**config.mk**
```make
export PLATFORM = sky130hd
export DESIGN_NAME = tlp_port
export DESIGN_NICKNAME = d
export VERILOG_FILES = /design/src/rtl/tlp_sync.v /design/src/rtl/tlp_port.v
export VERILOG_INCLUDE_DIRS = /design/src /design/src/inc
export SDC_FILE = /design/constraint.sdc
export NUM_CORES = 1
export LEC_CHECK = 0
export BUFFER_PORTS_ARGS = -buffer_cell sky130_fd_sc_hd__buf_2
export CAP_MARGIN = 20
export CORE_ASPECT_RATIO = 0.7
export CORE_MARGIN = 2
export CORE_UTILIZATION = 49
export CTS_BUF_LIST = sky130_fd_sc_hd__clkbuf_4
export DETAILED_ROUTE_END_ITERATION = 16
export PLACE_DENSITY = 0.77
export SKIP_LAST_GASP = 1
export SLEW_MARGIN = 20
export SYNTH_ARGS = -nofsm -noshare
export SYNTH_HDL_FRONTEND = slang
export SYNTH_SLANG_ARGS = --single-unit
```
**constraint.sdc**
```tcl
create_clock -name ref_clk -period 4.18 [get_ports ref_clk]
set_clock_uncertainty 0.2 [all_clocks]
set_input_delay 1.254 -clock ref_clk [delete_from_list [all_inputs] [get_ports ref_clk]]
set_output_delay 1.254 -clock ref_clk [all_outputs]
set_load 0.1 [all_outputs]
```
**src/inc/tlp_map.vh**
```
// tlp_map.vh: register map, status layout, reset values and the display
// and touch-cell geometry of the parallel host port.
// assumes inclusion by bare name from the rtl files.
`ifndef TLP_MAP_VH
`define TLP_MAP_VH

// ----------------------------------------------------------------------
// register addresses (two address pins)
// ----------------------------------------------------------------------
`define TLP_ADDR_INSTRUCTION 2'h0
`define TLP_ADDR_RESULT 2'h0
`define TLP_ADDR_OPERAND 2'h1
`define TLP_ADDR_STATUS 2'h3

// ----------------------------------------------------------------------
// status register bit positions
// ----------------------------------------------------------------------
`define TLP_STAT_IBF 0
`define TLP_STAT_OBF_N 1
`define TLP_STAT_ERR 2
`define TLP_STAT_KEY 3
`define TLP_STAT_BUSY 4

// ----------------------------------------------------------------------
// reset values
// ----------------------------------------------------------------------
`define TLP_RST_BYTE 8'h00
`define TLP_RST_PINS 13'h1c00
`define TLP_RST_OBF_N 1'b1

// ----------------------------------------------------------------------
// display and touch geometry
// ----------------------------------------------------------------------
`define TLP_DISP_W 9'h0f0
`define TLP_DISP_H 8'h80
`define TLP_CELL_COLS 4'ha
`define TLP_CELL_ROWS 3'h6
`define TLP_CELL_W 8'h14
`define TLP_CELL_H 7'h12
`define TLP_GAP_X 8'h04
`define TLP_GAP_Y 7'h03

`endif

```
**src/rtl/tlp_sync.v**
```verilog
// tlp_sync.v: three-stage synchroniser for a group of pin inputs.
// assumes pins are asynchronous to ref_clk; output changes only once
// the second and third stages agree.
`timescale 1ns/1ps

module tlp_sync #(
    parameter W = 13,
    parameter [W-1:0] RST_VAL = {W{1'b0}}
) (
    // clock and reset
    input wire ref_clk,
    input wire sys_rst,
    // pins in, filtered levels out
    input wire [W-1:0] pin_in,
    output wire [W-1:0] pin_out
);

    genvar i;
    generate
        for (i = 0; i < W; i = i + 1) begin : g_bit
            reg s1_q;
            reg s2_q;
            reg s3_q;
            reg out_q;
            // first stage feeds only the second
            always @(posedge ref_clk or posedge sys_rst) begin
                if (sys_rst) begin
                    s1_q <= RST_VAL[i];
                    s2_q <= RST_VAL[i];
                    s3_q <= RST_VAL[i];
                    out_q <= RST_VAL[i];
                end else begin
                    s1_q <= pin_in[i];
                    s2_q <= s1_q;
                    s3_q <= s2_q;
                    if (s2_q == s3_q) begin
                        out_q <= s3_q;
                    end
                end
            end
            assign pin_out[i] = out_q;
        end
    endgenerate

endmodule

```
**src/rtl/tlp_port.v**
```verilog
// tlp_port.v: host parallel command port of the touch display controller.
// assumes an asynchronous host on the pins and the controller core on
// ref_clk behind the core-side ports.
//
// Operation
// - eight-bit data bus, two address lines, strobes
// - address 0 write starts a new instruction
// - address 1 writes route operands to instruction
// - string operands end at next instruction write
// - new instruction abandons one awaiting operands
// - result bytes read at address 0
// - status readable at address 3 any time
// - select high ignored; write decode per address
// - read decode: 0 result, 3 status
// - display 240 by 128, origin upper left
// - touch cells 10 by 6, origin upper left
// - each cell 20 wide, 18 high
// - gaps of 4 and 3 pixels between cells
// - input buffer full flag, one deep
// - output flag low while result waits
// - status bit layout, upper bits zero
// - busy set on instruction, cleared when done
`timescale 1ns/1ps
`include "tlp_map.vh"

module tlp_port (
    // clock and reset
    input wire ref_clk,
    input wire sys_rst,
    // host pins
    input wire module_select_n,
    input wire read_strobe_n,
    input wire write_strobe_n,
    input wire reg_addr_bit_low,
    input wire reg_addr_bit_high,
    input wire [7:0] data_in,
    output reg [7:0] data_out,
    output reg data_oe_n,
    output reg input_buffer_full,
    output reg output_ready_n,
    output reg error_flag,
    output reg touch_button_event,
    // byte handed to the core
    output reg cmd_valid,
    output reg [7:0] cmd_byte,
    output reg cmd_is_opcode,
    output reg cmd_abort,
    input wire cmd_take,
    input wire core_wait_operand,
    // core results and events
    input wire result_valid,
    input wire [7:0] result_byte,
    input wire core_done,
    input wire core_error,
    input wire core_key_event,
    output reg command_executing,
    // geometry helpers
    input wire [3:0] cell_col,
    input wire [2:0] cell_row,
    output reg [7:0] cell_px_x,
    output reg [6:0] cell_px_y,
    output reg cell_ok,
    input wire [8:0] px_x,
    input wire [7:0] px_y,
    output reg px_ok
);

    // ------------------------------------------------------------------
    // pin synchronisation
    // ------------------------------------------------------------------
    wire [12:0] pin_s;

    tlp_sync #(
        .W(13),
        .RST_VAL(`TLP_RST_PINS)
    ) u_sync (
        .ref_clk(ref_clk),
        .sys_rst(sys_rst),
        .pin_in({module_select_n, read_strobe_n, write_strobe_n,
                 reg_addr_bit_high, reg_addr_bit_low, data_in}),
        .pin_out(pin_s)
    );

    wire sel_n_s = pin_s[12];
    wire rd_n_s = pin_s[11];
    wire wr_n_s = pin_s[10];
    wire [1:0] addr_s = pin_s[9:8];
    wire [7:0] data_s = pin_s[7:0];

    // both strobes low is undefined and does nothing
    wire wr_act = ~sel_n_s & ~wr_n_s & rd_n_s;
    wire rd_act = ~sel_n_s & ~rd_n_s & wr_n_s;

    // ------------------------------------------------------------------
    // strobe tracking
    // ------------------------------------------------------------------
    reg wr_act_q;
    reg rd_act_q;
    reg [1:0] waddr_q;
    reg [7:0] wdata_q;
    reg [1:0] raddr_q;

    // commit at the trailing edge so data has settled through the sync
    wire wr_end = wr_act_q & ~wr_act;
    wire rd_end = rd_act_q & ~rd_act;
    wire wr_op = wr_end & (waddr_q == `TLP_ADDR_INSTRUCTION);
    wire wr_dat = wr_end & (waddr_q == `TLP_ADDR_OPERAND);
    wire rd_res = rd_end & (raddr_q == `TLP_ADDR_RESULT);

    always @(posedge ref_clk or posedge sys_rst) begin
        if (sys_rst) begin
            wr_act_q <= 1'b0;
            rd_act_q <= 1'b0;
            waddr_q <= 2'h0;
            wdata_q <= `TLP_RST_BYTE;
            raddr_q <= 2'h0;
        end else begin
            wr_act_q <= wr_act;
            rd_act_q <= rd_act;
            if (wr_act) begin
                waddr_q <= addr_s;
                wdata_q <= data_s;
            end
            if (rd_act) begin
                raddr_q <= addr_s;
            end
        end
    end

    // ------------------------------------------------------------------
    // input buffer towards the core
    // ------------------------------------------------------------------
    reg ibf_d;
    reg cmd_abort_d;

    always @* begin
        ibf_d = input_buffer_full;
        cmd_abort_d = 1'b0;
        if (cmd_take) begin
            ibf_d = 1'b0;
        end
        // a write while full is the host's fault and is dropped
        if ((wr_op | wr_dat) & ~input_buffer_full) begin
            ibf_d = 1'b1;
        end
        // opcode ends a string or abandons a half-fed instruction
        if (wr_op & ~input_buffer_full & core_wait_operand) begin
            cmd_abort_d = 1'b1;
        end
    end

    always @(posedge ref_clk or posedge sys_rst) begin
        if (sys_rst) begin
            input_buffer_full <= 1'b0;
            cmd_valid <= 1'b0;
            cmd_byte <= `TLP_RST_BYTE;
            cmd_is_opcode <= 1'b0;
            cmd_abort <= 1'b0;
        end else begin
            input_buffer_full <= ibf_d;
            cmd_valid <= ibf_d;
            cmd_abort <= cmd_abort_d;
            if ((wr_op | wr_dat) & ~input_buffer_full) begin
                cmd_byte <= wdata_q;
                cmd_is_opcode <= wr_op;
            end
        end
    end

    // ------------------------------------------------------------------
    // result register and flags
    // ------------------------------------------------------------------
    reg [7:0] result_q;

    always @(posedge ref_clk or posedge sys_rst) begin
        if (sys_rst) begin
            result_q <= `TLP_RST_BYTE;
            output_ready_n <= `TLP_RST_OBF_N;
            error_flag <= 1'b0;
            touch_button_event <= 1'b0;
            command_executing <= 1'b0;
        end else begin
            // a new result beats the read that clears the old one
            if (result_valid) begin
                result_q <= result_byte;
                output_ready_n <= 1'b0;
            end else if (rd_res) begin
                output_ready_n <= 1'b1;
            end
            // error holds until the next instruction write is accepted into the buffer
            if (core_error) begin
                error_flag <= 1'b1;
            end else if (wr_op & ~input_buffer_full) begin
                error_flag <= 1'b0;
            end
            // button code is fetched as a result byte
            if (core_key_event) begin
                touch_button_event <= 1'b1;
            end else if (rd_res) begin
                touch_button_event <= 1'b0;
            end
            if (wr_op & ~input_buffer_full) begin
                command_executing <= 1'b1;
            end else if (core_done) begin
                command_executing <= 1'b0;
            end
        end
    end

    // ------------------------------------------------------------------
    // read path
    // ------------------------------------------------------------------
    reg [7:0] status_d;
    reg [7:0] dout_d;
    reg oe_n_d;

    always @* begin
        status_d = 8'h00;
        status_d[`TLP_STAT_IBF] = input_buffer_full;
        status_d[`TLP_STAT_OBF_N] = output_ready_n;
        status_d[`TLP_STAT_ERR] = error_flag;
        status_d[`TLP_STAT_KEY] = touch_button_event;
        status_d[`TLP_STAT_BUSY] = command_executing;
        dout_d = data_out;
        oe_n_d = 1'b1;
        if (rd_act && addr_s == `TLP_ADDR_RESULT) begin
            dout_d = result_q;
            oe_n_d = 1'b0;
        end else if (rd_act && addr_s == `TLP_ADDR_STATUS) begin
            // status reads leave every flag untouched
            dout_d = status_d;
            oe_n_d = 1'b0;
        end
    end

    always @(posedge ref_clk or posedge sys_rst) begin
        if (sys_rst) begin
            data_out <= `TLP_RST_BYTE;
            data_oe_n <= 1'b1;
        end else begin
            data_out <= dout_d;
            data_oe_n <= oe_n_d;
        end
    end

    // ------------------------------------------------------------------
    // display and touch geometry
    // ------------------------------------------------------------------
    wire [7:0] pitch_x = `TLP_CELL_W + `TLP_GAP_X;
    wire [6:0] pitch_y = `TLP_CELL_H + `TLP_GAP_Y;

    always @(posedge ref_clk or posedge sys_rst) begin
        if (sys_rst) begin
            cell_px_x <= 8'h00;
            cell_px_y <= 7'h00;
            cell_ok <= 1'b0;
            px_ok <= 1'b0;
        end else begin
            // cell origin in pixels, upper left first
            cell_px_x <= {4'h0, cell_col} * pitch_x;
            cell_px_y <= {4'h0, cell_row} * pitch_y;
            cell_ok <= (cell_col < `TLP_CELL_COLS) &&
                       (cell_row < `TLP_CELL_ROWS);
            px_ok <= (px_x < `TLP_DISP_W) &&
                     (px_y < `TLP_DISP_H);
        end
    end

endmodule

```
# After elaboration in Yosys (flattened, before gate mapping)
# Cells that the tools add are included.
# totals
reg_bits,112
in_bits,53
output_inout_bits,42
wordCells,140
# classes
n_mul,2
magnitude_cmp,4
n_eq_ne,15
n_mux,15
bitwise_logic,19
n_reduce_logical,13
# op_table
cell,n
2-to-1 mux 8 bit,2
== test 1 bit,13
2-to-1 mux 1 bit,13
bitwise AND 1 bit,12
nonzero test 2 bit,6
"< comparator 9 x 8 -> 1 bit, second input constant",1
"< comparator 8 bit, second input constant",1
"multiplier 3 x 5 -> 7 bit, second input constant",1
zero test 2 bit,3
inverter 1 bit,6
"multiplier 4 x 2 -> 5 bit, second input constant",1
logical AND 1 bit,4
"< comparator 4 bit, second input constant",1
"< comparator 3 bit, second input constant",1
"== test 2 x 1 -> 1 bit, second input constant",1
"== test 2 bit, second input constant",1
OR 1 bit,1

# Depth between registers and ports, before layout
# logic_depth
depth_word,9
mapped_depth,6
mapped_depth_nobuf,4

# By module
# Synthesis repeated with hierarchy kept, for this count alone.
# hier_totals
hier_cells,262
hier_area_um2,4008.8
# by_module_without_submodules
module,instances,cells_per_inst,area_per_inst_um2,seq_area_each_um2
tlp_port,1,183,2444.8,1503.9
tlp_sync,1,79,1564.0,1316.3

# Least setup slack after synthesis
# OpenSTA, ideal clock, no wires.
# synth_path
kind,reg2out
startpoint,register cmd_valid (netlist name)
endpoint,output port input_buffer_full
arrival_ps,1367
required_time_ps,2726
slack_ps,1359
stages_incl_launch_ff,2
n_path_buf,1
path_cell_list,dfrtp_1 buf_4
# synth_lines
item,line_no,text
to (decl),tlp_port.v:39,"output reg input_buffer_full,"

# Final worst setup path
# layout_path
startpoint,register output_ready_n
endpoint,output port output_ready_n
# layout_lines
item,line_no,text
from (decl),tlp_port.v:40,"output reg output_ready_n,"
from (signal assigned),tlp_port.v:178,output_ready_n <= `TLP_RST_OBF_N;
# No word-level cell between the ends.

==> results.txt <==
status = completed
Final Util = 58.3%
H-tree Lvls = 3
placed wire-length estimate = 4.32 mm
CP startpoint kind = flip-flop
fillers = 616
DR pass1 iterations = 4
Worst Hold Margin = 0.156 ns
synth-to-layout area growth = 16.9%
Leak = 2.11 nW
Setup WS post-layout = 1.29 ns
Sum Neg Setup Slack = 0 ns
n_diodes = 0
Gate Count Post-Synth = 248
worst slew pin tran = 0.746 ns
number of max-cap violations = 0
vias in the first global route = 2093
syn_area_per_cell = 15.6 um^2
FF+latch area = 2820 um^2
clk_lat worst skew = 0.43 ns
die area = 8650 um^2
largest net degree at the start of global routing = 55
Max Fclk = 0.346 GHz
DR DRC count = 0
PD cells = 676 nW/um^2
io pins = 95
Crit Path Category = flip-flop to output pin
relative slew slack = 50.3%
CTS tree = yes
Starting Density = 49.9%
layout cells sized above 1 = 42.7%
GRT Residual Overflow = 0
first-pass GRT wire length = 10.0 mm
Slowest-stage cell, CP = dfstp_2
peak fanout along the critical path = 3
placed insts = 421
peak supply drop = 532 uV
Die Width = 110 um
Design Power = 3.06 mW
RSZ-0062 raised after global routing = no
Hold Crit Class = flip-flop to flip-flop
worst path cell trace = buf_2
max incr delay on CP = 0.58 ns
clk root buf = clkbuf_4
Ys Warns = 0
sequential share of the synthesized area = 72.8%
IO Port Bufs = 80
Final Setup Violations = 0
buffer count from post-CTS setup fixing = 0
Area after DPL = 4380 um^2
Avg Vias per Cell = 4.96
area of the core = 7770 um^2
Final Max Slew Viols = 0
vias = 2164
drt wl/cell = 13.9 um
finished layout cell area = 4530 um^2
clk buf depth = 2
worst hold stages = 0
Die Ht = 78.4 um
WP data arrival = 1.44 ns
dpl ws = 1.73 ns
all-layer global routing usage = 15.4%
crit path capture type = output pin
Clock transition at path regs = 0.15 ns
reg2reg path depth = 3
cts repair resizes = 0
area of the multi-input gates = 952 um^2
Num CTS Buffers = 9
Min Clock Period, post-route = 2.89 ns
# clock sinks = 112
Layout Nets = 392
Netlist cell types = 36
Post-CTS Hold Buffers = 0
final hold vios = 0
synthesized area = 3880 um^2
Placer Congestion = 0.797
CP delay by family, top = flip-flops
DR iter-0 viols = 79
Yosys reg bits = 112
Finished Layout Cells = 436
post-route ant nets = 0
crit path buf inv count = 1
num rows = 27
CP required = 2.73 ns
wirelength, routed = 6.07 mm
critical path depth = 1
Tcrit/Tclk final = 69.2%
antenna violations before repair = 0
-- routing by layer --
metal	vias up	global-route usage, %	part of all wire, %
met1	1075	22.3	48
met5	-	0	0
met2	75	21.9	44
met3	8	6.48	7.2
li1	1006	-	-
met4	0	3.13	0.72
-- where the power goes --
group	switching, mW	internal, mW
Clock	0.312	0.248
Sequential	0.105	1.27
Combinational	0.913	0.218
Total	1.33	1.74
-- cells in the mapped netlist --
cell type | number | share of area [%]
o22a_1 | 1 | 0.23
xor2_1 | 4 | 0.90
nand3_1 | 2 | 0.26
buf_2 | 3 | 0.39
or4b_1 | 1 | 0.26
clkbuf_1 | 4 | 0.39
and4_1 | 1 | 0.23
mux2_4 | 5 | 1.9
fa_1 | 1 | 0.52
o21ai_0 | 4 | 0.52
mux2i_1 | 1 | 0.26
mux2_2 | 21 | 6.1
a31oi_1 | 5 | 0.81
buf_4 | 5 | 0.97
inv_1 | 9 | 0.87
nor2b_1 | 2 | 0.32
nor3_1 | 16 | 2.1
o21bai_1 | 1 | 0.19
a21o_1 | 1 | 0.19
nand2_1 | 10 | 0.97
nand2b_1 | 2 | 0.32
inv_2 | 1 | 0.097
or3b_2 | 1 | 0.23
maj3_1 | 13 | 3.4
or2_2 | 2 | 0.32
nor2_1 | 2 | 0.19
dfrtp_1 | 98 | 63
nor3b_1 | 2 | 0.39
conb_1 | 1 | 0.097
dfstp_2 | 14 | 9.5
ha_1 | 7 | 2.3
a221oi_1 | 1 | 0.23
a21oi_1 | 2 | 0.26
a32oi_1 | 3 | 0.68
o22ai_1 | 1 | 0.16
buf_6 | 1 | 0.29
-- final cells by class --
class	instances	share of cell area [%]
Sequential cell	112	62.2
Timing Repair Buffer	83	9.61
Clock inverter	5	1.79
Multi-Input combinational cell	115	21.0
Inverter	10	0.911
Tap cell	101	2.79
Clock buffer	10	1.66
-- registers in the layout (all words and copies together), names as in the netlist, 5 cells and up --
| signal | cells |
|---|---|
| cmd_byte | 8 |
| cell_px_y | 7 |
| u_sync.g_bit.s1_q | 13 |
| u_sync.g_bit.out_q | 13 |
| u_sync.g_bit.s3_q | 13 |
| result_q | 8 |
| wdata_q | 8 |
| u_sync.g_bit.s2_q | 13 |
| cell_px_x | 5 |
| data_out | 8 |
-- logic make-up (layout without fill, tap and decap cells) --
| group | after synthesis | after routing | synth area share, % |
|---|---|---|---|
| adder cells (fa/ha/maj) | 21 | 21 | 6.13 |
| buffers and inverters | 23 | 108 | 3.00 |
| XOR/XNOR | 4 | 4 | 0.904 |
| flip-flops | 112 | 112 | 72.8 |
| other | 1 | 3 | 0.0967 |
| AND/OR/NAND/NOR | 41 | 41 | 5.55 |
| multiplexers | 27 | 27 | 8.30 |
| AO/OA/AOI/OAI | 19 | 19 | 3.26 |
-- cells in the final DEF (no fill, tap or decap), types with 2 or more instances in the layout --
cell,instances
a32oi_1,3
inv_1,8
nand3_1,2
buf_4,2
nor3_1,16
nand2_1,10
nand2b_1,2
bufinv_16,2
dfrtp_1,98
xor2_1,4
a21oi_1,2
buf_2,80
mux2_2,21
or2_2,2
maj3_1,13
mux2_4,5
nor2b_1,2
o21ai_0,4
conb_1,3
ha_1,7
nor2_1,2
a31oi_1,5
dfstp_2,14
clkbuf_4,10
-- path summary, 6_finish.rpt --
path | slack [ns] | endpoint | startpoint
worst max-delay path | 1.29 | output_ready_n | output_ready_n
worst min register to register | 0.16 | u_sync.g_bit[11].s2_q | u_sync.g_bit[11].s1_q
max in group asynchronous | 2.27 | u_sync.g_bit[10].s3_q | sys_rst
worst max register to register | 1.97 | cmd_byte[7] | u_sync.g_bit[12].out_q
min in group asynchronous | 0.67 | data_out[7] | sys_rst
worst min-delay path | 0.16 | u_sync.g_bit[11].s2_q | u_sync.g_bit[11].s1_q
No activity file was read; power rests on OpenSTA's default activity.
